`src/rtl/trip_release_pkg.sv`:
```
package trip_release_pkg;
    localparam int NZ = 4;
    localparam int NB = 4;
    localparam int CUR_W = 6;
    localparam int MS_W = 16;

    // Register byte offsets.
    localparam logic [7:0] CTRL_OFS = 8'h00;
    localparam logic [7:0] CRIT_OFS = 8'h04;
    localparam logic [7:0] PICKUP_OFS = 8'h08;
    localparam logic [7:0] DELAY1_OFS = 8'h0C;
    localparam logic [7:0] DELAY2_OFS = 8'h10;
    localparam logic [7:0] STATUS_OFS = 8'h14;
    localparam logic [7:0] INPUTS_OFS = 8'h18;

    // Control register fields.
    localparam int CTRL_VOLT_CFG = 0;
    localparam int CTRL_EXT_CFG = 1;
    localparam int CTRL_BFP_REL = 2;
    localparam int CTRL_OC_ACT = 3;
    localparam int CTRL_REDIR_LC = 4;
    localparam int CTRL_W = 5;
    localparam int CRIT_BAY_BIT = 3;

    // Reset values and limits; pick-up is in tenths of nominal current.
    localparam logic [CTRL_W-1:0] CTRL_RST = 5'h00;
    localparam logic [CUR_W-1:0] PICKUP_RST = 6'h07;
    localparam logic [CUR_W-1:0] PICKUP_MIN = 6'h01;
    localparam logic [CUR_W-1:0] PICKUP_MAX = 6'h28;
    localparam int MIN_DELAY_MS = 10;
    localparam logic [MS_W-1:0] MIN_DELAY = MS_W'(MIN_DELAY_MS);
    localparam logic [MS_W-1:0] DELAY1_RST = 16'h0064;
    localparam logic [MS_W-1:0] DELAY2_RST = 16'h00C8;

    // Processing tick period.
    localparam int TICK_NS = 1000000;
    localparam int CLK_PERIOD_NS = 4;
    localparam int TICK_CYCLES = TICK_NS / CLK_PERIOD_NS;

    localparam logic [1:0] RESP_OKAY = 2'h0;
    localparam logic [1:0] RESP_SLVERR = 2'h2;

    typedef enum logic [2:0] {
        CRIT_NONE = 3'h0,
        CRIT_VOLT = 3'h1,
        CRIT_EXT = 3'h2,
        CRIT_AND = 3'h3,
        CRIT_OR = 3'h4
    } crit_e;

    typedef struct packed {
        logic [NZ-1:0] zone_external_release;
        logic [NZ-1:0] zone_trip_req;
        logic [NZ-2:0] zone_join;
        logic [NB-1:0] bay_volt_release;
        logic [NB-1:0] bay_volt_valid;
        logic [NB-1:0] bay_trip_req;
        logic [NB-1:0] failure_start;
        logic [NB-1:0] trip_redirect_req;
        logic trip_transferred;
        logic [NB*NZ-1:0] bay_zone_map;
        logic [NB*CUR_W-1:0] bay_current;
    } pins_s;
endpackage : trip_release_pkg

```
`src/rtl/trip_release_redirection.sv`:
```
`timescale 1ns/1ps
module trip_release_redirection
    import trip_release_pkg::*;
#(
    parameter int TICK_COUNT = TICK_CYCLES
) (
    // Clock and reset.
    input wire logic core_clk,
    input wire logic rst,
    // AXI4-Lite slave.
    input wire logic [7:0] s_axi_awaddr,
    input wire logic s_axi_awvalid,
    output logic s_axi_awready,
    input wire logic [31:0] s_axi_wdata,
    input wire logic [3:0] s_axi_wstrb,
    input wire logic s_axi_wvalid,
    output logic s_axi_wready,
    output logic [1:0] s_axi_bresp,
    output logic s_axi_bvalid,
    input wire logic s_axi_bready,
    input wire logic [7:0] s_axi_araddr,
    input wire logic s_axi_arvalid,
    output logic s_axi_arready,
    output logic [31:0] s_axi_rdata,
    output logic [1:0] s_axi_rresp,
    output logic s_axi_rvalid,
    input wire logic s_axi_rready,
    // Field inputs, asynchronous to core_clk.
    input wire pins_s field_in,
    // Trip outputs.
    output logic [NZ-1:0] zone_trip,
    output logic [NB-1:0] bay_trip,
    output logic [NB-1:0] failure_retrip,
    output logic [NZ-1:0] failure_local_intertrip,
    output logic [NB-1:0] failure_remote_transfer_trip
);
    pins_s meta_r, pin_r;
    logic [CTRL_W-1:0] ctrl_r, ctrl_nxt;
    crit_e crit_r, crit_nxt;
    logic bay_rel_r, bay_rel_nxt;
    logic [CUR_W-1:0] pickup_r, pickup_nxt;
    logic [MS_W-1:0] delay1_r, delay1_nxt, delay2_r, delay2_nxt;
    logic aw_full_r, aw_full_nxt, w_full_r, w_full_nxt;
    logic [7:0] aw_addr_r, aw_addr_nxt;
    logic [31:0] w_data_r, w_data_nxt;
    logic [3:0] w_strb_r, w_strb_nxt;
    logic bvalid_r, bvalid_nxt, rvalid_r, rvalid_nxt;
    logic [1:0] bresp_r, bresp_nxt, rresp_r, rresp_nxt;
    logic [31:0] rdata_r, rdata_nxt;
    logic [31:0] tick_r, tick_nxt;
    logic [MS_W-1:0] bf_cnt_r [NB];
    logic [MS_W-1:0] bf_cnt_nxt [NB];
    logic [NZ-1:0] zone_trip_nxt, local_int_nxt;
    logic [NB-1:0] bay_trip_nxt, retrip_nxt, remote_nxt;
    crit_e crit_eff;
    logic [NZ-1:0] zone_volt_ok, zone_ext_ok, zone_rel, ext_fwd, ext_bwd;
    logic [NB-1:0] bay_volt_ok, bay_ext_ok, bay_ok, cur_ok, cur_hi, redir_act, redir_fire;
    logic [NB-1:0] bf_intertrip, zone_hit, zone_req_hit;
    logic [MS_W-1:0] d1_eff, d2_eff;
    logic tick;

    function automatic logic gate_open(crit_e c, logic v, logic e);
        case (c)
            CRIT_VOLT: gate_open = v;
            CRIT_EXT: gate_open = e;
            CRIT_AND: gate_open = v & e;
            CRIT_OR: gate_open = v | e;
            default: gate_open = 1'b1;
        endcase
    endfunction : gate_open

    function automatic logic crit_legal(crit_e c, logic [CTRL_W-1:0] ctl);
        case (c)
            CRIT_NONE: crit_legal = 1'b1;
            CRIT_VOLT: crit_legal = ctl[CTRL_VOLT_CFG];
            CRIT_EXT: crit_legal = ctl[CTRL_EXT_CFG];
            CRIT_AND, CRIT_OR: crit_legal = ctl[CTRL_VOLT_CFG] & ctl[CTRL_EXT_CFG];
            default: crit_legal = 1'b0;
        endcase
    endfunction : crit_legal

    always_ff @(posedge core_clk or posedge rst) begin
        if (rst) begin
            meta_r <= '0;
            pin_r <= '0;
        end else begin
            meta_r <= field_in;
            pin_r <= meta_r;
        end
    end

    // Protection evaluation.
    always_comb begin
        crit_eff = crit_legal(crit_r, ctrl_r) ? crit_r : CRIT_NONE;
        tick = (tick_r == TICK_COUNT - 1);
        tick_nxt = tick ? 32'h0 : tick_r + 32'h1;
        d1_eff = (pin_r.trip_transferred && ctrl_r[CTRL_BFP_REL]) ? MIN_DELAY
            : ((delay1_r < MIN_DELAY) ? MIN_DELAY : delay1_r);
        d2_eff = (pin_r.trip_transferred && ctrl_r[CTRL_BFP_REL]) ? MIN_DELAY
            : ((delay2_r < MIN_DELAY) ? MIN_DELAY : delay2_r);
        for (int b = 0; b < NB; b++) begin
            bay_volt_ok[b] = pin_r.bay_volt_release[b] | ~pin_r.bay_volt_valid[b];
            cur_hi[b] = pin_r.bay_current[b*CUR_W +: CUR_W] > pickup_r;
            cur_ok[b] = ~ctrl_r[CTRL_OC_ACT] | (pin_r.bay_current[b*CUR_W +: CUR_W] >= pickup_r);
        end
        for (int z = 0; z < NZ; z++) begin
            zone_volt_ok[z] = 1'b1;
            for (int b = 0; b < NB; b++) begin
                if (pin_r.bay_zone_map[b*NZ+z] && !bay_volt_ok[b]) begin
                    zone_volt_ok[z] = 1'b0;
                end
            end
        end
        ext_fwd[0] = pin_r.zone_external_release[0];
        for (int z = 1; z < NZ; z++) begin
            ext_fwd[z] = pin_r.zone_external_release[z] & (~pin_r.zone_join[z-1] | ext_fwd[z-1]);
        end
        ext_bwd[NZ-1] = pin_r.zone_external_release[NZ-1];
        for (int z = NZ - 2; z >= 0; z--) begin
            ext_bwd[z] = pin_r.zone_external_release[z] & (~pin_r.zone_join[z] | ext_bwd[z+1]);
        end
        for (int z = 0; z < NZ; z++) begin
            zone_ext_ok[z] = ext_fwd[z] & ext_bwd[z];
            zone_rel[z] = gate_open(crit_eff, zone_volt_ok[z], zone_ext_ok[z]);
            zone_trip_nxt[z] = pin_r.zone_trip_req[z] & zone_rel[z];
        end
        for (int b = 0; b < NB; b++) begin
            bay_ext_ok[b] = 1'b1;
            zone_hit[b] = 1'b0;
            zone_req_hit[b] = 1'b0;
            for (int z = 0; z < NZ; z++) begin
                if (pin_r.bay_zone_map[b*NZ+z]) begin
                    bay_ext_ok[b] = bay_ext_ok[b] & zone_ext_ok[z];
                    zone_hit[b] = zone_hit[b] | zone_trip_nxt[z];
                    zone_req_hit[b] = zone_req_hit[b] | pin_r.zone_trip_req[z];
                end
            end
            bay_ok[b] = bay_rel_r ? gate_open(crit_eff, bay_volt_ok[b], bay_ext_ok[b]) : 1'b1;
            redir_act[b] = ctrl_r[CTRL_BFP_REL] & pin_r.trip_redirect_req[b]
                & (~ctrl_r[CTRL_REDIR_LC] | cur_hi[b]);
            redir_fire[b] = redir_act[b] & (pin_r.bay_trip_req[b] | zone_req_hit[b]);
            bf_cnt_nxt[b] = bf_cnt_r[b];
            if (!pin_r.failure_start[b] || !ctrl_r[CTRL_BFP_REL]) begin
                bf_cnt_nxt[b] = '0;
            end else if (tick && bf_cnt_r[b] != {MS_W{1'b1}}) begin
                bf_cnt_nxt[b] = bf_cnt_r[b] + MS_W'(1);
            end
            retrip_nxt[b] = pin_r.failure_start[b] && ctrl_r[CTRL_BFP_REL] && bf_cnt_r[b] >= d1_eff
                && bay_ok[b] && cur_ok[b] && !redir_act[b];
            bf_intertrip[b] = pin_r.failure_start[b] && ctrl_r[CTRL_BFP_REL] && bf_cnt_r[b] >= d2_eff
                && cur_ok[b];
            remote_nxt[b] = (bf_intertrip[b] | redir_fire[b]) & bay_ok[b];
            bay_trip_nxt[b] = ((pin_r.bay_trip_req[b] & bay_ok[b]) | zone_hit[b]) & cur_ok[b] & ~redir_act[b];
        end
        for (int z = 0; z < NZ; z++) begin
            local_int_nxt[z] = 1'b0;
            for (int b = 0; b < NB; b++) begin
                if (pin_r.bay_zone_map[b*NZ+z] && (bf_intertrip[b] || redir_fire[b])) begin
                    local_int_nxt[z] = zone_rel[z];
                end
            end
        end
    end

    // Register bus next state.
    always_comb begin
        ctrl_nxt = ctrl_r;
        crit_nxt = crit_r;
        bay_rel_nxt = bay_rel_r;
        pickup_nxt = pickup_r;
        delay1_nxt = delay1_r;
        delay2_nxt = delay2_r;
        aw_full_nxt = aw_full_r && !(bvalid_r && s_axi_bready);
        aw_addr_nxt = aw_addr_r;
        w_full_nxt = w_full_r && !(bvalid_r && s_axi_bready);
        w_data_nxt = w_data_r;
        w_strb_nxt = w_strb_r;
        bvalid_nxt = bvalid_r && !s_axi_bready;
        bresp_nxt = bresp_r;
        rvalid_nxt = rvalid_r && !s_axi_rready;
        rresp_nxt = rresp_r;
        rdata_nxt = rdata_r;
        if (s_axi_awvalid && !aw_full_r) begin
            aw_full_nxt = 1'b1;
            aw_addr_nxt = s_axi_awaddr;
        end
        if (s_axi_wvalid && !w_full_r) begin
            w_full_nxt = 1'b1;
            w_data_nxt = s_axi_wdata;
            w_strb_nxt = s_axi_wstrb;
        end
        // Both halves are held until the response is accepted, which keeps one write in flight.
        if (aw_full_r && w_full_r && !bvalid_r) begin
            bvalid_nxt = 1'b1;
            bresp_nxt = RESP_OKAY;
            case (aw_addr_r)
                CTRL_OFS: if (w_strb_r[0]) ctrl_nxt = w_data_r[CTRL_W-1:0];
                CRIT_OFS: begin
                    if (w_strb_r[0]) begin
                        // illegal criterion falls back to none
                        crit_nxt = crit_legal(crit_e'(w_data_r[2:0]), ctrl_r) ? crit_e'(w_data_r[2:0]) : CRIT_NONE;
                        bay_rel_nxt = w_data_r[CRIT_BAY_BIT] && crit_nxt != CRIT_NONE;
                    end
                end
                PICKUP_OFS: begin
                    if (w_strb_r[0] && w_data_r[CUR_W-1:0] >= PICKUP_MIN && w_data_r[CUR_W-1:0] <= PICKUP_MAX) begin
                        pickup_nxt = w_data_r[CUR_W-1:0];
                    end
                end
                DELAY1_OFS: if (&w_strb_r[1:0]) delay1_nxt = w_data_r[MS_W-1:0];
                DELAY2_OFS: if (&w_strb_r[1:0]) delay2_nxt = w_data_r[MS_W-1:0];
                STATUS_OFS, INPUTS_OFS: bresp_nxt = RESP_OKAY;
                default: bresp_nxt = RESP_SLVERR;
            endcase
        end
        if (s_axi_arvalid && !rvalid_r) begin
            rvalid_nxt = 1'b1;
            rresp_nxt = RESP_OKAY;
            case (s_axi_araddr)
                CTRL_OFS: rdata_nxt = 32'(ctrl_r);
                CRIT_OFS: rdata_nxt = 32'({bay_rel_r, crit_r});
                PICKUP_OFS: rdata_nxt = 32'(pickup_r);
                DELAY1_OFS: rdata_nxt = 32'(delay1_r);
                DELAY2_OFS: rdata_nxt = 32'(delay2_r);
                STATUS_OFS: rdata_nxt = 32'({failure_remote_transfer_trip, failure_local_intertrip,
                    failure_retrip, bay_trip, zone_trip});
                INPUTS_OFS: rdata_nxt = 32'({crit_eff, redir_act, zone_rel, pin_r.zone_external_release});
                default: begin
                    rdata_nxt = 32'h0000_0000;
                    rresp_nxt = RESP_SLVERR;
                end
            endcase
        end
    end

    always_ff @(posedge core_clk or posedge rst) begin
        if (rst) begin
            ctrl_r <= CTRL_RST;
            crit_r <= CRIT_NONE;
            bay_rel_r <= 1'b0;
            pickup_r <= PICKUP_RST;
            delay1_r <= DELAY1_RST;
            delay2_r <= DELAY2_RST;
            aw_full_r <= 1'b0;
            aw_addr_r <= 8'h00;
            w_full_r <= 1'b0;
            w_data_r <= 32'h0000_0000;
            w_strb_r <= 4'h0;
            bvalid_r <= 1'b0;
            bresp_r <= RESP_OKAY;
            rvalid_r <= 1'b0;
            rresp_r <= RESP_OKAY;
            rdata_r <= 32'h0000_0000;
            tick_r <= 32'h0;
            for (int b = 0; b < NB; b++) begin
                bf_cnt_r[b] <= '0;
            end
            zone_trip <= '0;
            bay_trip <= '0;
            failure_retrip <= '0;
            failure_local_intertrip <= '0;
            failure_remote_transfer_trip <= '0;
        end else begin
            ctrl_r <= ctrl_nxt;
            crit_r <= crit_nxt;
            bay_rel_r <= bay_rel_nxt;
            pickup_r <= pickup_nxt;
            delay1_r <= delay1_nxt;
            delay2_r <= delay2_nxt;
            aw_full_r <= aw_full_nxt;
            aw_addr_r <= aw_addr_nxt;
            w_full_r <= w_full_nxt;
            w_data_r <= w_data_nxt;
            w_strb_r <= w_strb_nxt;
            bvalid_r <= bvalid_nxt;
            bresp_r <= bresp_nxt;
            rvalid_r <= rvalid_nxt;
            rresp_r <= rresp_nxt;
            rdata_r <= rdata_nxt;
            tick_r <= tick_nxt;
            for (int b = 0; b < NB; b++) begin
                bf_cnt_r[b] <= bf_cnt_nxt[b];
            end
            zone_trip <= zone_trip_nxt;
            bay_trip <= bay_trip_nxt;
            failure_retrip <= retrip_nxt;
            failure_local_intertrip <= local_int_nxt;
            failure_remote_transfer_trip <= remote_nxt;
        end
    end

    assign s_axi_awready = ~aw_full_r;
    assign s_axi_wready = ~w_full_r;
    assign s_axi_bvalid = bvalid_r;
    assign s_axi_bresp = bresp_r;
    assign s_axi_arready = ~rvalid_r;
    assign s_axi_rvalid = rvalid_r;
    assign s_axi_rresp = rresp_r;
    assign s_axi_rdata = rdata_r;
endmodule : trip_release_redirection
```
`config.mk`:
```
export PLATFORM = sky130hd
export DESIGN_NAME = trip_release_redirection
export DESIGN_NICKNAME = d
export VERILOG_FILES = /design/src/rtl/trip_release_pkg.sv /design/src/rtl/trip_release_redirection.sv
export SDC_FILE = /design/constraint.sdc
export NUM_CORES = 1
export LEC_CHECK = 0
export ABC_AREA = 1
export BUFFER_PORTS_ARGS = -buffer_cell sky130_fd_sc_hd__clkbuf_2
export CORE_MARGIN = 3
export CORE_UTILIZATION = 60
export CTS_CLUSTER_DIAMETER = 60
export CTS_CLUSTER_SIZE = 14
export DETAILED_ROUTE_END_ITERATION = 10
export HOLD_SLACK_MARGIN = 0.12
export PLACE_DENSITY_LB_ADDON = 0.1
export SLEW_MARGIN = 5
export SYNTH_ARGS = -nofsm -noshare
export SYNTH_HDL_FRONTEND = slang
export SYNTH_SLANG_ARGS = --single-unit
export TNS_END_PERCENT = 50
```
`constraint.sdc`:
```
create_clock -name core_clk -period 14.4 [get_ports core_clk]
set_clock_uncertainty 0.15 [all_clocks]
set_input_delay 2.16 -clock core_clk [delete_from_list [all_inputs] [get_ports core_clk]]
set_output_delay 2.16 -clock core_clk [all_outputs]
set_load 0.02 [all_outputs]
```
Word level (Yosys, flattened, before mapping)
Cells that the tools add are included.
{"block": "op_classes", "addsub": 5, "order_cmp": 20, "eq_ne": 29, "muxes": 119, "bitwise": 141, "n_reduce_logical": 124}
{"op": "$mux 16", "n": 12}
{"op": "$pmux 20 s7", "n": 1}
{"op": "$ge 16x16->1", "n": 8}
{"op": "$mux 1", "n": 91}
{"op": "$logic_and 1x1->1", "n": 78}
{"op": "$add 16x1->16 const B", "n": 4}
{"op": "$ne 16x16->1 const B", "n": 4}
{"op": "$and 1x1->1", "n": 63}
{"op": "$or 1x1->1", "n": 62}
{"op": "$eq 8x5->1 const B", "n": 6}
{"op": "$pmux 1 s4", "n": 10}
{"op": "$add 32x1->32 const B", "n": 1}
{"op": "$eq 32x18->1 const B", "n": 1}
{"op": "$eq 8x4->1 const B", "n": 4}
{"op": "$lt 16x4->1 const B", "n": 2}
{"op": "$mux 32", "n": 1}
{"op": "$ge 6x6->1", "n": 4}
{"op": "$gt 6x6->1", "n": 4}
{"op": "$logic_not 1->1", "n": 20}
{"op": "$eq 3x2->1 const B", "n": 6}
{"op": "$eq 8x3->1 const B", "n": 2}
{"op": "$logic_not 8->1", "n": 2}
{"op": "$not 1->1", "n": 16}
{"op": "$reduce_or 7->1", "n": 2}
{"op": "13 further kinds", "n": 34}
{"block": "totals", "reg_bits": 373, "input_bits": 131, "output_inout_bits": 61}

Depth between registers and ports, before layout
Gate-level depths: netlist of run 1.
{"block": "depth", "depth_word": 22, "mapped_depth": 21, "depth_no_buf": 20}

Least setup slack after synthesis of run 1
OpenSTA, ideal clock, no wires.
{"block": "synth_timing", "path_kind": "input-to-reg", "start": "input s_axi_araddr[1]", "end": "register rdata_r[14], in the netlist s_axi_rdata[14]", "t_arrival_ns": 3.355, "t_required_ns": 14.184, "slack_ns": 10.829, "cell_stages": 10, "path_cell_list": "nor2_1 > nand2_1 > nor2_1 > nand2_1 > inv_1 > a21oi_1 > o21ai_0 > nand2_1 > inv_1 > a22o_1"}
{"block": "synth_between", "elab_chain_len": 2}
{"element": "start: declaration", "line": "trip_release_redirection.sv:21", "text": "input wire logic [7:0] s_axi_araddr,"}
{"element": "$eq 8x5->1, or another cell as far along", "line": "trip_release_redirection.sv:219", "text": "case (s_axi_araddr)"}
{"element": "$pmux 20 s7 (*)", "line": "trip_release_redirection.sv:219"}
{"element": "end signal: assignment", "line": "trip_release_redirection.sv:279", "text": "rdata_r <= rdata_nxt;"}
{"element": "end: declaration", "line": "trip_release_redirection.sv:49", "text": "logic [31:0] rdata_r, rdata_nxt;"}
Every way passes the cells marked *; elsewhere a longest branch is shown, timed or not.
A chain may end at the register's enable or synchronous reset.

Worst setup path in the final report of run 1
{"block": "layout_timing", "start": "register ctrl_r[2]", "end": "register failure_local_intertrip[3]"}
{"block": "layout_between", "elab_chain_len": 11}
{"element": "start: declaration", "line": "trip_release_redirection.sv:38", "text": "logic [CTRL_W-1:0] ctrl_r, ctrl_nxt;"}
{"element": "start signal: assignment", "line": "trip_release_redirection.sv:264", "text": "ctrl_r <= ctrl_nxt;"}
{"element": "$logic_and 1x1->1", "line": "trip_release_redirection.sv:99", "text": "d2_eff = (pin_r.trip_transferred && ctrl_r[CTRL_BFP_REL]) ? MIN_DELAY"}
{"element": "$mux 16", "line": "trip_release_redirection.sv:99"}
{"element": "$ge 16x16->1", "line": "trip_release_redirection.sv:150", "text": "bf_intertrip[b] = pin_r.failure_start[b] && ctrl_r[CTRL_BFP_REL] && bf_cnt_r[b] >= d2_eff"}
{"element": "$logic_and 1x1->1", "line": "trip_release_redirection.sv:150"}
{"element": "$logic_and 1x1->1", "line": "trip_release_redirection.sv:151", "text": "&& cur_ok[b];"}
{"element": "$logic_or 1x1->1", "line": "trip_release_redirection.sv:158", "text": "if (pin_r.bay_zone_map[b*NZ+z] && (bf_intertrip[b] || redir_fire[b])) begin"}
{"element": "$logic_and 1x1->1", "line": "trip_release_redirection.sv:158"}
{"element": "$mux 1 (3 in series)", "line": "trip_release_redirection.sv:158"}
{"element": "$mux 1 (*)", "line": "trip_release_redirection.sv:158"}
{"element": "named net local_int_nxt[3]", "line": "trip_release_redirection.sv:53", "text": "logic [NZ-1:0] zone_trip_nxt, local_int_nxt;"}
{"element": "end signal: assignment", "line": "trip_release_redirection.sv:287", "text": "failure_local_intertrip <= local_int_nxt;"}
{"element": "end: declaration", "line": "trip_release_redirection.sv:34", "text": "output logic [NZ-1:0] failure_local_intertrip,"}
The timed path passes the listed nets; every way through them passes the cells marked *.

==> results of run 1 <==
-- power groups by stage --
stage	sequential [mW]	combinational, mW	clock (mW)
finish	1.13	0.447	0.899
global route	1.14	0.502	0.961
CTS	1.13	0.443	0.914
detailed placement	1.15	0.439	0
global placement	1.14	0.420	0
floorplan	1.14	0.296	0
-- routing by layer --
layer / global-route usage (%) / part of all wire [%] / vias up
met5: 0 / 0 / -
met4: 13.8 / 4.9 / 0
met3: 4.72 / 6.6 / 153
met2: 50.8 / 48 / 624
met1: 39.2 / 41 / 7941
li1: - / - / 7967
-- flip-flops by register name, indices dropped and copies added (netlist names), 3 cells and up --
signal and count:
failure_retrip 4, zone_trip 4, pin_r 70, failure_remote_transfer_trip 4
ctrl_r 5, bay_trip 4, delay1_r 16, s_axi_rdata 20
meta_r 72, aw_addr_r 8, bf_cnt_r 64, failure_local_intertrip 4
delay2_r 16, pickup_r 6, w_data_r 16, crit_r 3
tick_r 32
-- worst max path at each step --
stage	to	slack (ns)	depth (start not counted)
global placement	s_axi_rdata[5]$_DFFE_PP0P_	10.07	12
finish	failure_local_intertrip[3]$_DFF_PP0_	10.01	18
detailed placement	s_axi_rdata[5]$_DFFE_PP0P_	10.08	12
CTS	failure_local_intertrip[0]$_DFF_PP0_	10.20	18
global route	failure_local_intertrip[0]$_DFF_PP0_	9.87	18
floorplan	aw_addr_r[0]$_DFFE_PP0P_	2.14	1
-- cells by family (layout without fill, tap and decap cells) --
group,Yosys count,in the layout
multiplexers,7,7
adder cells (fa/ha/maj),157,157
XOR/XNOR,70,70
AO/OA/AOI/OAI,281,281
other,1,14
flip-flops,359,359
AND/OR/NAND/NOR,1160,1160
buffers and inverters,300,473
-- cells in the final DEF, fill, tap and decap left out, types with 4 or more instances in the layout --
cell type / Yosys / final
sky130_fd_sc_hd__a211oi_1: 4 / 4
sky130_fd_sc_hd__a21oi_1: 111 / 111
sky130_fd_sc_hd__a31oi_1: 5 / 5
sky130_fd_sc_hd__and3_1: 4 / 4
sky130_fd_sc_hd__buf_4: 18 / 7
sky130_fd_sc_hd__clkbuf_1: 26 / 9
sky130_fd_sc_hd__clkbuf_16: 0 / 37
sky130_fd_sc_hd__clkbuf_2: 0 / 159
sky130_fd_sc_hd__clkinv_1: 4 / 4
sky130_fd_sc_hd__clkinv_2: 1 / 6
sky130_fd_sc_hd__conb_1: 1 / 14
sky130_fd_sc_hd__dfrtp_1: 350 / 350
sky130_fd_sc_hd__dfstp_2: 9 / 9
sky130_fd_sc_hd__ha_1: 157 / 157
sky130_fd_sc_hd__inv_1: 238 / 237
sky130_fd_sc_hd__inv_2: 4 / 4
sky130_fd_sc_hd__mux2_2: 7 / 7
sky130_fd_sc_hd__nand2_1: 645 / 645
sky130_fd_sc_hd__nand2_2: 4 / 4
sky130_fd_sc_hd__nand3_1: 156 / 156
sky130_fd_sc_hd__nand3_2: 13 / 13
sky130_fd_sc_hd__nand4_1: 32 / 32
sky130_fd_sc_hd__nor2_1: 201 / 201
sky130_fd_sc_hd__nor3_1: 65 / 65
sky130_fd_sc_hd__nor4_1: 18 / 18
sky130_fd_sc_hd__o2111ai_1: 7 / 7
sky130_fd_sc_hd__o211ai_1: 4 / 4
sky130_fd_sc_hd__o21a_1: 4 / 4
sky130_fd_sc_hd__o21ai_0: 104 / 104
sky130_fd_sc_hd__o21ai_1: 8 / 8
sky130_fd_sc_hd__o21ai_2: 5 / 5
sky130_fd_sc_hd__o21bai_1: 10 / 10
sky130_fd_sc_hd__o31ai_1: 6 / 6
sky130_fd_sc_hd__xnor2_1: 11 / 11
sky130_fd_sc_hd__xor2_1: 59 / 59
-- layout make-up --
type,count,share of cell area (%)
tap,435,2.50
timing repair buffer,166,3.90
multi-input combinational,1689,42.8
sequential,359,41.4
clock buffer,46,4.41
clock inverter,14,0.662
inverter,247,4.30
-- metrics by stage --
| stage | total power, mW | hold WS (ns) | instances | setup WS [ns] |
|---|---|---|---|---|
| 4_1_cts | 2.49 | 0.188 | 2956 | 10.20 |
| 2_1_floorplan | 1.43 | 0.181 | 2348 | 2.14 |
| 6_report | 2.48 | 0.184 | 2956 | 10.01 |
| 5_1_grt | 2.60 | 0.199 | 2956 | 9.87 |
| 3_5_place_dp | 1.59 | 0.185 | 2896 | 10.08 |
| 3_3_place_gp | 1.56 | 0.182 | 2896 | 10.07 |
==> results.json, run 1 <==
{
  "run_status": "finished clean",
  "maximum_number_of_pins_on_one_net_before_global_route_repair": 148,
  "vdd_drop_max_v": 0.000160,
  "maxCapViolations": 0,
  "synth_simple_gate_area_share_pct": 25.6,
  "max_slew.worst_pin.slew_ns": 1.24,
  "fp.dieArea_sq_mm": 0.0347,
  "synth.yosys.seq_area_share_pct": 46.1,
  "crit_path_frequent_cell": "sky130_fd_sc_hd__nand2_1",
  "drive_gt1_share_pct": 11.1,
  "wl_um": 52600,
  "rsz_0062_raised_after_global_routing": "no",
  "cell_depth_of_the_worst_hold_path": 0,
  "sequential_cell_area_sq_mm": 0.00899,
  "hold_violations": 0,
  "timing.reg2reg.setup_slack_ns": 10.01,
  "swShare_pct": 30.6,
  "overall_die_height_um": 186,
  "synth_area_in_xor_xnor_pct": 3.14,
  "cts_tree": "built",
  "synth_compound_gate_area_share_pct": 8.28,
  "initial_util_pct": 61.3,
  "clkLatencyLatePin_ns": 0.55,
  "clkTransAtPathRegs_ns": 0.07,
  "cts-hold-fix-buffers": 0,
  "floorplan.rows": 65,
  "finalSetupViolCount": 0,
  "die_x_um": 186,
  "synth_seq_cells": 359,
  "place.port_buffers": 159,
  "grt_pass1_wl_um": 84900,
  "flow.area_growth_from_synthesis_pct": 11.4,
  "worst-endpoint-arrival_ns": 4.68,
  "cp_slowest_cell": "sky130_fd_sc_hd__nor3_1",
  "cts_buffer_depth": 3,
  "post_synth_instance_area_sq_mm": 0.0195,
  "min-delay-path-class": "reg -> reg",
  "synthMostInstantiatedCell": "sky130_fd_sc_hd__nand2_1",
  "first_pass_iters": 5,
  "io-pin-count": 192,
  "leak_pwr_nw": 11.0,
  "drt_drc_violations_left": 0,
  "setup_tns_ns": 0,
  "path_delay_family": "simple AND/OR/NAND/NOR gates",
  "half_perimeter_wire_length_after_placement_um": 40000,
  "synthDominantCellAreaShare_pct": 44.9,
  "area_of_all_placed_cells_without_fillers_sq_mm": 0.0217,
  "diodes": 0,
  "largest_family_of_logic_cells_by_synthesized_area": "simple AND/OR/NAND/NOR gates",
  "routed_via_density": 5.64,
  "post_cts_buffers": 0,
  "area_of_the_core_sq_mm": 0.0318,
  "combinational_share_of_power_pct": 18.0,
  "number_of_antenna_violating_nets_in_the_routed_design": 0,
  "yosys_warnings": 0,
  "holdPathEnd": "pin_r[9]$_DFF_PP0_",
  "post_cts_resize_count": 0,
  "final_util_pct": 68.4,
  "cell_internal_pwr_mw": 1.72,
  "seq_power_share_pct": 45.6,
  "min_period_over_period_pct": 30.5,
  "ctsHtreeMaxLevel": 2,
  "via_count_of_the_first_global_routing_pass": 16270,
  "total_of_fill_cells_in_the_finished_design": 2649,
  "worst-r2r-cell-count": 18,
  "crit_required_ns": 14.69,
  "syn_avg_cell_area_sq_um": 8.35,
  "yosysTopAreaCell": "sky130_fd_sc_hd__dfrtp_1",
  "cp-start-kind": "flip-flop",
  "max_freq_mhz": 228,
  "synth-edff-count": 0,
  "clock_tree.root_cell": "sky130_fd_sc_hd__clkbuf_16",
  "instance_area_at_placement_sq_mm": 0.0206,
  "startpoint": "ctrl_r[2]$_DFFE_PP0P_",
  "critical_path.endpoint_type": "flip-flop",
  "timing.max_slew.rel_slack_pct": 17.0,
  "powerDensity_mw_per_mm2": 114,
  "synth_top_flop_cell": "sky130_fd_sc_hd__dfrtp_1",
  "post_synth_mux_area_share_pct": 0.404,
  "slowest_delay_ns": 0.90,
  "clock_sinks": 359,
  "multi_input_comb_area_sq_mm": 0.00931,
  "worst-setup-path-type": "reg -> reg",
  "timing.final.crit_period_ns": 4.39,
  "async_reset_ff_share_pct": 100,
  "synth.lib_cells_used.distinct": 59,
  "reg2reg_from": "ctrl_r[2]$_DFFE_PP0P_",
  "timing_max_transition_violations_final": 0,
  "worstPathMaxFanout": 29,
  "cp_num_buf_inv": 2,
  "hold_path.startpoint": "meta_r[9]$_DFF_PP0_",
  "nets": 2787,
  "track_usage_pct": 30.3,
  "cts_inserted_buffers": 36,
  "switching_power_mw": 0.759,
  "route.vias.total": 16685,
  "synth_top_cells_by_area": "sky130_fd_sc_hd__dfrtp_1 45%, sky130_fd_sc_hd__nand2_1 12%, sky130_fd_sc_hd__ha_1 10%",
  "drc_violation_total_after_the_first_tritonroute_iteration": 1506,
  "synth_adder_area_share_pct": 10.1,
  "crit-reg2reg-capture": "failure_local_intertrip[3]$_DFF_PP0_",
  "p_clk_share_pct": 36.3,
  "detail_route.wl_per_cell_um": 17.8,
  "overall_overflow_remaining_after_global_route": 0,
  "ordered_list_of_cells_on_the_worst_path": "nand2_1, inv_1, nor3_1, ha_1, nand2_1, inv_1, nand2_1, nand2_1, nand2_1, nand2_1, nand2_1, nand3_1, nand2_1, nand2_1, nand2_1, nand2_1, nor2_1, nor2_1",
  "synthesis.instances": 2335,
  "antenna_found_initial": 0,
  "gp_congestion": 0.963,
  "synth.top_cells.by_count": "645 x sky130_fd_sc_hd__nand2_1, 350 x sky130_fd_sc_hd__dfrtp_1, 238 x sky130_fd_sc_hd__inv_1"
}
(Power assumes the default switching activity.)
==> run 2: changes to the inputs <==
==> constraint.sdc (replaced) <==
create_clock -name core_clk -period 4.3 [get_ports core_clk]
set_clock_uncertainty 0.15 [all_clocks]
set_input_delay 0.645 -clock core_clk [delete_from_list [all_inputs] [get_ports core_clk]]
set_output_delay 0.645 -clock core_clk [all_outputs]
set_load 0.02 [all_outputs]
==> results.json, run 2 (synthesis results as in run 1) <==
{
  "largest_reg_flops": 72,
  "flow.area_growth_from_synthesis_pct": 15.9,
  "cts_inserted_buffers": 37,
  "powerDensity_mw_per_mm2": 381,
  "detail_route.wl_per_cell_um": 18.3,
  "combinational_share_of_power_pct": 18.3,
  "drive_gt1_share_pct": 11.0,
  "routed_via_density": 5.64,
  "cts_buffer_depth": 3,
  "max_slew.worst_pin.slew_ns": 1.26,
  "clkTransAtPathRegs_ns": 0.06,
  "p_clk_share_pct": 37.7,
  "overall_die_height_um": 186,
  "worst_case_setup_slack_after_placement_ns": 1.09,
  "maxCapViolations": 0,
  "grt_pass1_wl_um": 88500,
  "timing_max_transition_violations_final": 0,
  "floorplan.rows": 65,
  "antenna_found_initial": 0,
  "number_of_antenna_violating_nets_in_the_routed_design": 0,
  "setup_slack_ns": 0.971,
  "clkLatencyLatePin_ns": 0.56,
  "cp-start-kind": "flip-flop",
  "reg2reg_from": "ctrl_r[2]$_DFFE_PP0P_",
  "clock_tree.root_cell": "sky130_fd_sc_hd__clkbuf_16",
  "vdd_drop_max_v": 0.000580,
  "run_status": "finished clean",
  "crit_required_ns": 4.59,
  "finalSetupViolCount": 0,
  "layout.cells.most_common_list": "645 x sky130_fd_sc_hd__nand2_1, 350 x sky130_fd_sc_hd__dfrtp_1, 237 x sky130_fd_sc_hd__inv_1, 201 x sky130_fd_sc_hd__nor2_1, 159 x sky130_fd_sc_hd__clkbuf_2",
  "cell_internal_pwr_mw": 6.00,
  "io-pin-count": 192,
  "leading_cell_type_in_the_layout_fill_and_taps_excluded": "sky130_fd_sc_hd__nand2_1",
  "timing.final.crit_period_ns": 3.33,
  "fp.dieArea_sq_mm": 0.0347,
  "stdcell_count": 3030,
  "post_cts_buffers": 0,
  "min_period_over_period_pct": 77.4,
  "leak_pwr_nw": 11.4,
  "maximum_number_of_pins_on_one_net_before_global_route_repair": 113,
  "min-delay-path-class": "in -> reg",
  "drt_drc_violations_left": 0,
  "ctsHtreeMaxLevel": 2,
  "top_flop_regs": "meta_r: 72 flops, pin_r: 70 flops, bf_cnt_r: 64 flops",
  "clock_sinks": 359,
  "worst-endpoint-arrival_ns": 3.62,
  "die_x_um": 186,
  "worstPathMaxFanout": 29,
  "worst-setup-path-type": "reg -> reg",
  "nets": 2865,
  "gp_congestion": 0.940,
  "dpl.cell_count": 2900,
  "track_usage_pct": 31.8,
  "via_count_of_the_first_global_routing_pass": 16708,
  "diodes": 0,
  "startpoint": "ctrl_r[2]$_DFFE_PP0P_",
  "half_perimeter_wire_length_after_placement_um": 40300,
  "post_cts_resize_count": 0,
  "setup_tns_ns": 0,
  "max_freq_mhz": 300,
  "swShare_pct": 30.4,
  "design_power_total_mw": 8.61,
  "place.port_buffers": 159,
  "switching_power_mw": 2.62,
  "crit-reg2reg-capture": "failure_local_intertrip[0]$_DFF_PP0_",
  "cts-hold-fix-buffers": 73,
  "area_of_the_core_sq_mm": 0.0318,
  "worst-r2r-cell-count": 20,
  "route.vias.total": 17088,
  "critical_path.endpoint_type": "flip-flop",
  "drc_violation_total_after_the_first_tritonroute_iteration": 1504,
  "hold_violations": 0,
  "largest-register": "meta_r",
  "rsz_0062_raised_after_global_routing": "no",
  "cts_tree": "built",
  "overall_overflow_remaining_after_global_route": 0,
  "timing.max_slew.rel_slack_pct": 15.6,
  "seq_power_share_pct": 44.0,
  "first_pass_iters": 5,
  "wl_um": 55500,
  "crit_end": "failure_local_intertrip[0]$_DFF_PP0_",
  "timing.reg2reg.setup_slack_ns": 0.97,
  "initial_util_pct": 61.3
}
==> run 2: cell types whose count changed in the layout (fill, tap and decap cells not counted), sizes merged <==
| cell | delta |
|---|---|
| inv | +2 |
| bufinv | +2 |
| clkinvlp | -1 |
| dlygate4sd3 | +73 |
| clkinv | -4 |
| clkbuf | -2 |
| buf | +4 |
==> run 2: critical path, cell delays in order (launching register included) <==
cell and delay [ns]:
sky130_fd_sc_hd__dfrtp_1 0.57, sky130_fd_sc_hd__nand2_1 0.14, sky130_fd_sc_hd__buf_4 0.30, sky130_fd_sc_hd__nand2_1 0.09, sky130_fd_sc_hd__nor2_1 0.53, sky130_fd_sc_hd__ha_1 0.26
sky130_fd_sc_hd__inv_1 0.04, sky130_fd_sc_hd__nand2_1 0.04, sky130_fd_sc_hd__nand2_1 0.04, sky130_fd_sc_hd__nand2_1 0.05, sky130_fd_sc_hd__nand2_1 0.04, sky130_fd_sc_hd__nand2_1 0.05
sky130_fd_sc_hd__nand2_1 0.05, sky130_fd_sc_hd__nand2_1 0.05, sky130_fd_sc_hd__nand3_1 0.16, sky130_fd_sc_hd__nand2_1 0.11, sky130_fd_sc_hd__nand2_1 0.15, sky130_fd_sc_hd__nand2_1 0.10
sky130_fd_sc_hd__nand2_1 0.06, sky130_fd_sc_hd__nor2_1 0.16, sky130_fd_sc_hd__nor2_1 0.07
==> run 2: cell type report <==
type                            count  area, sq um
Timing Repair Buffer              243         1650
Multi-Input combinational cell   1689         9310
Tap cell                          435          544
Clock buffer                       44          993
Clock inverter                     13          194
Inverter                          247          932
Sequential cell                   359         8990
Fill cell                        2452         9180
==> run 2: how the worst min path moves through the flow <==
stage	from	cells after the start	to
floorplan	meta_r[71]$_DFF_PP0_	0	ext_bwd[3]$_DFF_PP0_
global placement	meta_r[48]$_DFF_PP0_	0	pin_r[48]$_DFF_PP0_
detailed placement	meta_r[12]$_DFF_PP0_	0	pin_r[12]$_DFF_PP0_
CTS	s_axi_rready	2	s_axi_rvalid$_DFF_PP0_
global route	s_axi_awaddr[0]	2	aw_addr_r[0]$_DFFE_PP0P_
finish	s_axi_rready	2	s_axi_rvalid$_DFF_PP0_
==> run 2: power groups by stage <==
stage | combinational (mW) | clock [mW] | sequential (mW)
3_3_place_gp | 1.42 | 0 | 3.83
4_1_cts | 1.54 | 3.30 | 3.78
5_1_grt | 1.76 | 3.45 | 3.81
6_report | 1.58 | 3.25 | 3.79
2_1_floorplan | 0.991 | 0 | 3.81
3_5_place_dp | 1.48 | 0 | 3.84
==> run 2: metrics by stage <==
step	hold slack, ns	cell area [sq um]	util, %
2_1_floorplan	0.181	19600	-
3_3_place_gp	0.181	20700	65.1
3_5_place_dp	0.185	20700	65.1
4_1_cts	0.137	22600	71.1
5_1_grt	0.166	22600	71.1
6_report	0.150	22600	71.1
==> run 2: per-layer routing <==
metal | vias up | track usage (%) | wire [um] | part of all wire [%]
met5 | - | 0 | 0 | 0
met4 | 0 | 15.2 | 2990 | 5.4
met3 | 177 | 5.07 | 3840 | 6.9
met2 | 689 | 52.9 | 26200 | 47
met1 | 8100 | 41.1 | 22400 | 40
li1 | 8122 | - | - | -
==> run 3: changes to the inputs <==
==> constraint.sdc (replaced) <==
create_clock -name core_clk -period 3.4 [get_ports core_clk]
set_clock_uncertainty 0.15 [all_clocks]
set_input_delay 0.51 -clock core_clk [delete_from_list [all_inputs] [get_ports core_clk]]
set_output_delay 0.51 -clock core_clk [all_outputs]
set_load 0.02 [all_outputs]
==> results.json, run 3 (synthesis results as in run 1) <==
{
  "cts_inserted_buffers": 37,
  "route.vias.total": 17384,
  "peak_usage_layer_in_the_global_routing_report": "met2",
  "met2_usage_pct": 55.9,
  "fp.dieArea_sq_mm": 0.0347,
  "cp_slowest_cell": "sky130_fd_sc_hd__dfstp_2",
  "finalSetupViolCount": 0,
  "min_period_over_period_pct": 92.1,
  "number_of_antenna_violating_nets_in_the_routed_design": 0,
  "worst-r2r-cell-count": 19,
  "cp_num_buf_inv": 2,
  "overall_overflow_remaining_after_global_route": 0,
  "drt_drc_violations_left": 0,
  "maximum_number_of_pins_on_one_net_before_global_route_repair": 79,
  "timing_max_transition_violations_final": 0,
  "cts_buffer_depth": 3,
  "max_slew.worst_pin.slew_ns": 0.856,
  "setup_slack_ns": 0.270,
  "track_usage_pct": 32.5,
  "largest_reg_flops": 72,
  "clock_tree.root_cell": "sky130_fd_sc_hd__clkbuf_16",
  "globalRouteMet1Util_pct": 40.9,
  "maxCapViolations": 0,
  "crit-reg2reg-capture": "failure_local_intertrip[3]$_DFF_PP0_",
  "clkLatencyLatePin_ns": 0.54,
  "grt.met3_usage_pct": 5.35,
  "clock_sinks": 359,
  "die_x_um": 186,
  "max_freq_mhz": 319,
  "timing.reg2reg.setup_slack_ns": 0.27,
  "cell_depth_of_the_worst_hold_path": 0,
  "cts_tree": "built",
  "drc_violation_total_after_the_first_tritonroute_iteration": 1739,
  "nets": 2913,
  "worst-setup-path-type": "reg -> reg",
  "top_flop_regs": "meta_r: 72 flops, pin_r: 70 flops, bf_cnt_r: 64 flops",
  "clkTransAtPathRegs_ns": 0.07,
  "vdd_drop_max_v": 0.000551,
  "initial_util_pct": 61.3,
  "timing.final.crit_period_ns": 3.13,
  "via_count_of_the_first_global_routing_pass": 17122,
  "antenna_found_initial": 2,
  "crit_path_frequent_cell": "sky130_fd_sc_hd__nand2_1",
  "worst-endpoint-arrival_ns": 3.41,
  "largest-register": "meta_r",
  "post_cts_buffers": 0,
  "area_of_the_core_sq_mm": 0.0318,
  "grt_pass1_wl_um": 90700,
  "slowest_delay_ns": 0.55,
  "path_delay_family": "simple AND/OR/NAND/NOR gates",
  "routed_via_density": 5.64,
  "instance_area_at_placement_sq_mm": 0.0209,
  "ctsHtreeMaxLevel": 2,
  "hold_violations": 0,
  "ordered_list_of_cells_on_the_worst_path": "inv_1, a21oi_1, nor3_2, nor3_1, ha_1, nand2_1, inv_1, nand2_1, nand2_1, nand2_1, nand2_1, nand2_1, nand3_1, nand2_1, nand2_1, nand2_1, nand2_1, nor2_1, nor2_1",
  "final_util_pct": 72.6,
  "detail_route.wl_per_cell_um": 18.6,
  "flow.area_growth_from_synthesis_pct": 18.3,
  "timing.max_slew.rel_slack_pct": 42.5,
  "run_status": "finished clean",
  "min-delay-path-class": "reg -> reg",
  "worst_case_setup_slack_after_placement_ns": 0.341,
  "hold_path.startpoint": "meta_r[7]$_DFF_PP0_",
  "leak_pwr_nw": 11.6,
  "gp_congestion": 0.984,
  "io-pin-count": 192,
  "drive_gt1_share_pct": 11.6,
  "critical_path.endpoint_type": "flip-flop",
  "overall_die_height_um": 186,
  "reg2reg_from": "delay2_r[3]$_DFFE_PP1P_",
  "layout.cells.most_common_list": "645 x sky130_fd_sc_hd__nand2_1, 350 x sky130_fd_sc_hd__dfrtp_1, 237 x sky130_fd_sc_hd__inv_1, 201 x sky130_fd_sc_hd__nor2_1, 159 x sky130_fd_sc_hd__clkbuf_2",
  "setup_tns_ns": 0,
  "half_perimeter_wire_length_after_placement_um": 41100,
  "rsz_0062_raised_after_global_routing": "no",
  "fin_hold_ws_ns": 0.194,
  "leading_cell_type_in_the_layout_fill_and_taps_excluded": "sky130_fd_sc_hd__nand2_1",
  "crit_required_ns": 3.68,
  "worstPathMaxFanout": 5,
  "powerDensity_mw_per_mm2": 470,
  "area_of_all_placed_cells_without_fillers_sq_mm": 0.0231,
  "first_pass_iters": 8,
  "floorplan.rows": 65,
  "place.port_buffers": 159,
  "cp-start-kind": "flip-flop",
  "wl_um": 57200,
  "holdPathEnd": "pin_r[7]$_DFF_PP0_"
}
==> run 3: layout make-up <==
class | instances | area, sq um
Sequential cell | 359 | 8990
Inverter | 247 | 932
Tap cell | 435 | 544
Clock buffer | 47 | 1000
Clock inverter | 14 | 169
Antenna cell | 2 | 5.00
Multi-Input combinational cell | 1689 | 9320
Timing Repair Buffer | 291 | 2110
Fill cell | 2393 | 8720
==> run 3: layer usage <==
metal  up-vias  wire length, um
li1       8230                -
met1      8234            22400
met2       745            27900
met3       175             4100
met4         0             2860
met5         -                0
==> run 3: how the worst max path moves through the flow <==
stage	startpoint	endpoint	slack (ns)	cells past startpoint
5_1_grt	delay2_r[3]$_DFFE_PP1P_	failure_local_intertrip[3]$_DFF_PP0_	0.02	19
4_1_cts	delay2_r[8]$_DFFE_PP0P_	failure_local_intertrip[3]$_DFF_PP0_	0.33	19
2_1_floorplan	rst	aw_addr_r[0]$_DFFE_PP0P_	-2.06	1
3_3_place_gp	delay2_r[8]$_DFFE_PP0P_	failure_local_intertrip[3]$_DFF_PP0_	0.42	19
3_5_place_dp	delay2_r[8]$_DFFE_PP0P_	failure_local_intertrip[3]$_DFF_PP0_	0.34	19
6_report	delay2_r[3]$_DFFE_PP1P_	failure_local_intertrip[3]$_DFF_PP0_	0.27	19
==> run 3: stage by stage <==
stage / power (mW) / std cells
global placement: 6.62 / 2920
CTS: 10.8 / 3082
detailed placement: 6.70 / 2920
floorplan: 6.08 / 2348
global route: 11.3 / 3084
finish: 10.8 / 3084
==> run 3: power breakdown <==
group / internal (mW) / switching (mW) / total [mW]
clock: 2.22 / 1.79 / 4.01
sequential: 4.59 / 0.217 / 4.80
combinational: 0.681 / 1.35 / 2.03
==> run 3: what timing repair did <==
action,in CTS,in global routing
resized for setup,0,1
hold buffers,101,0
hold endpoints to repair,123,0
endpoints found under the setup margin,0,4
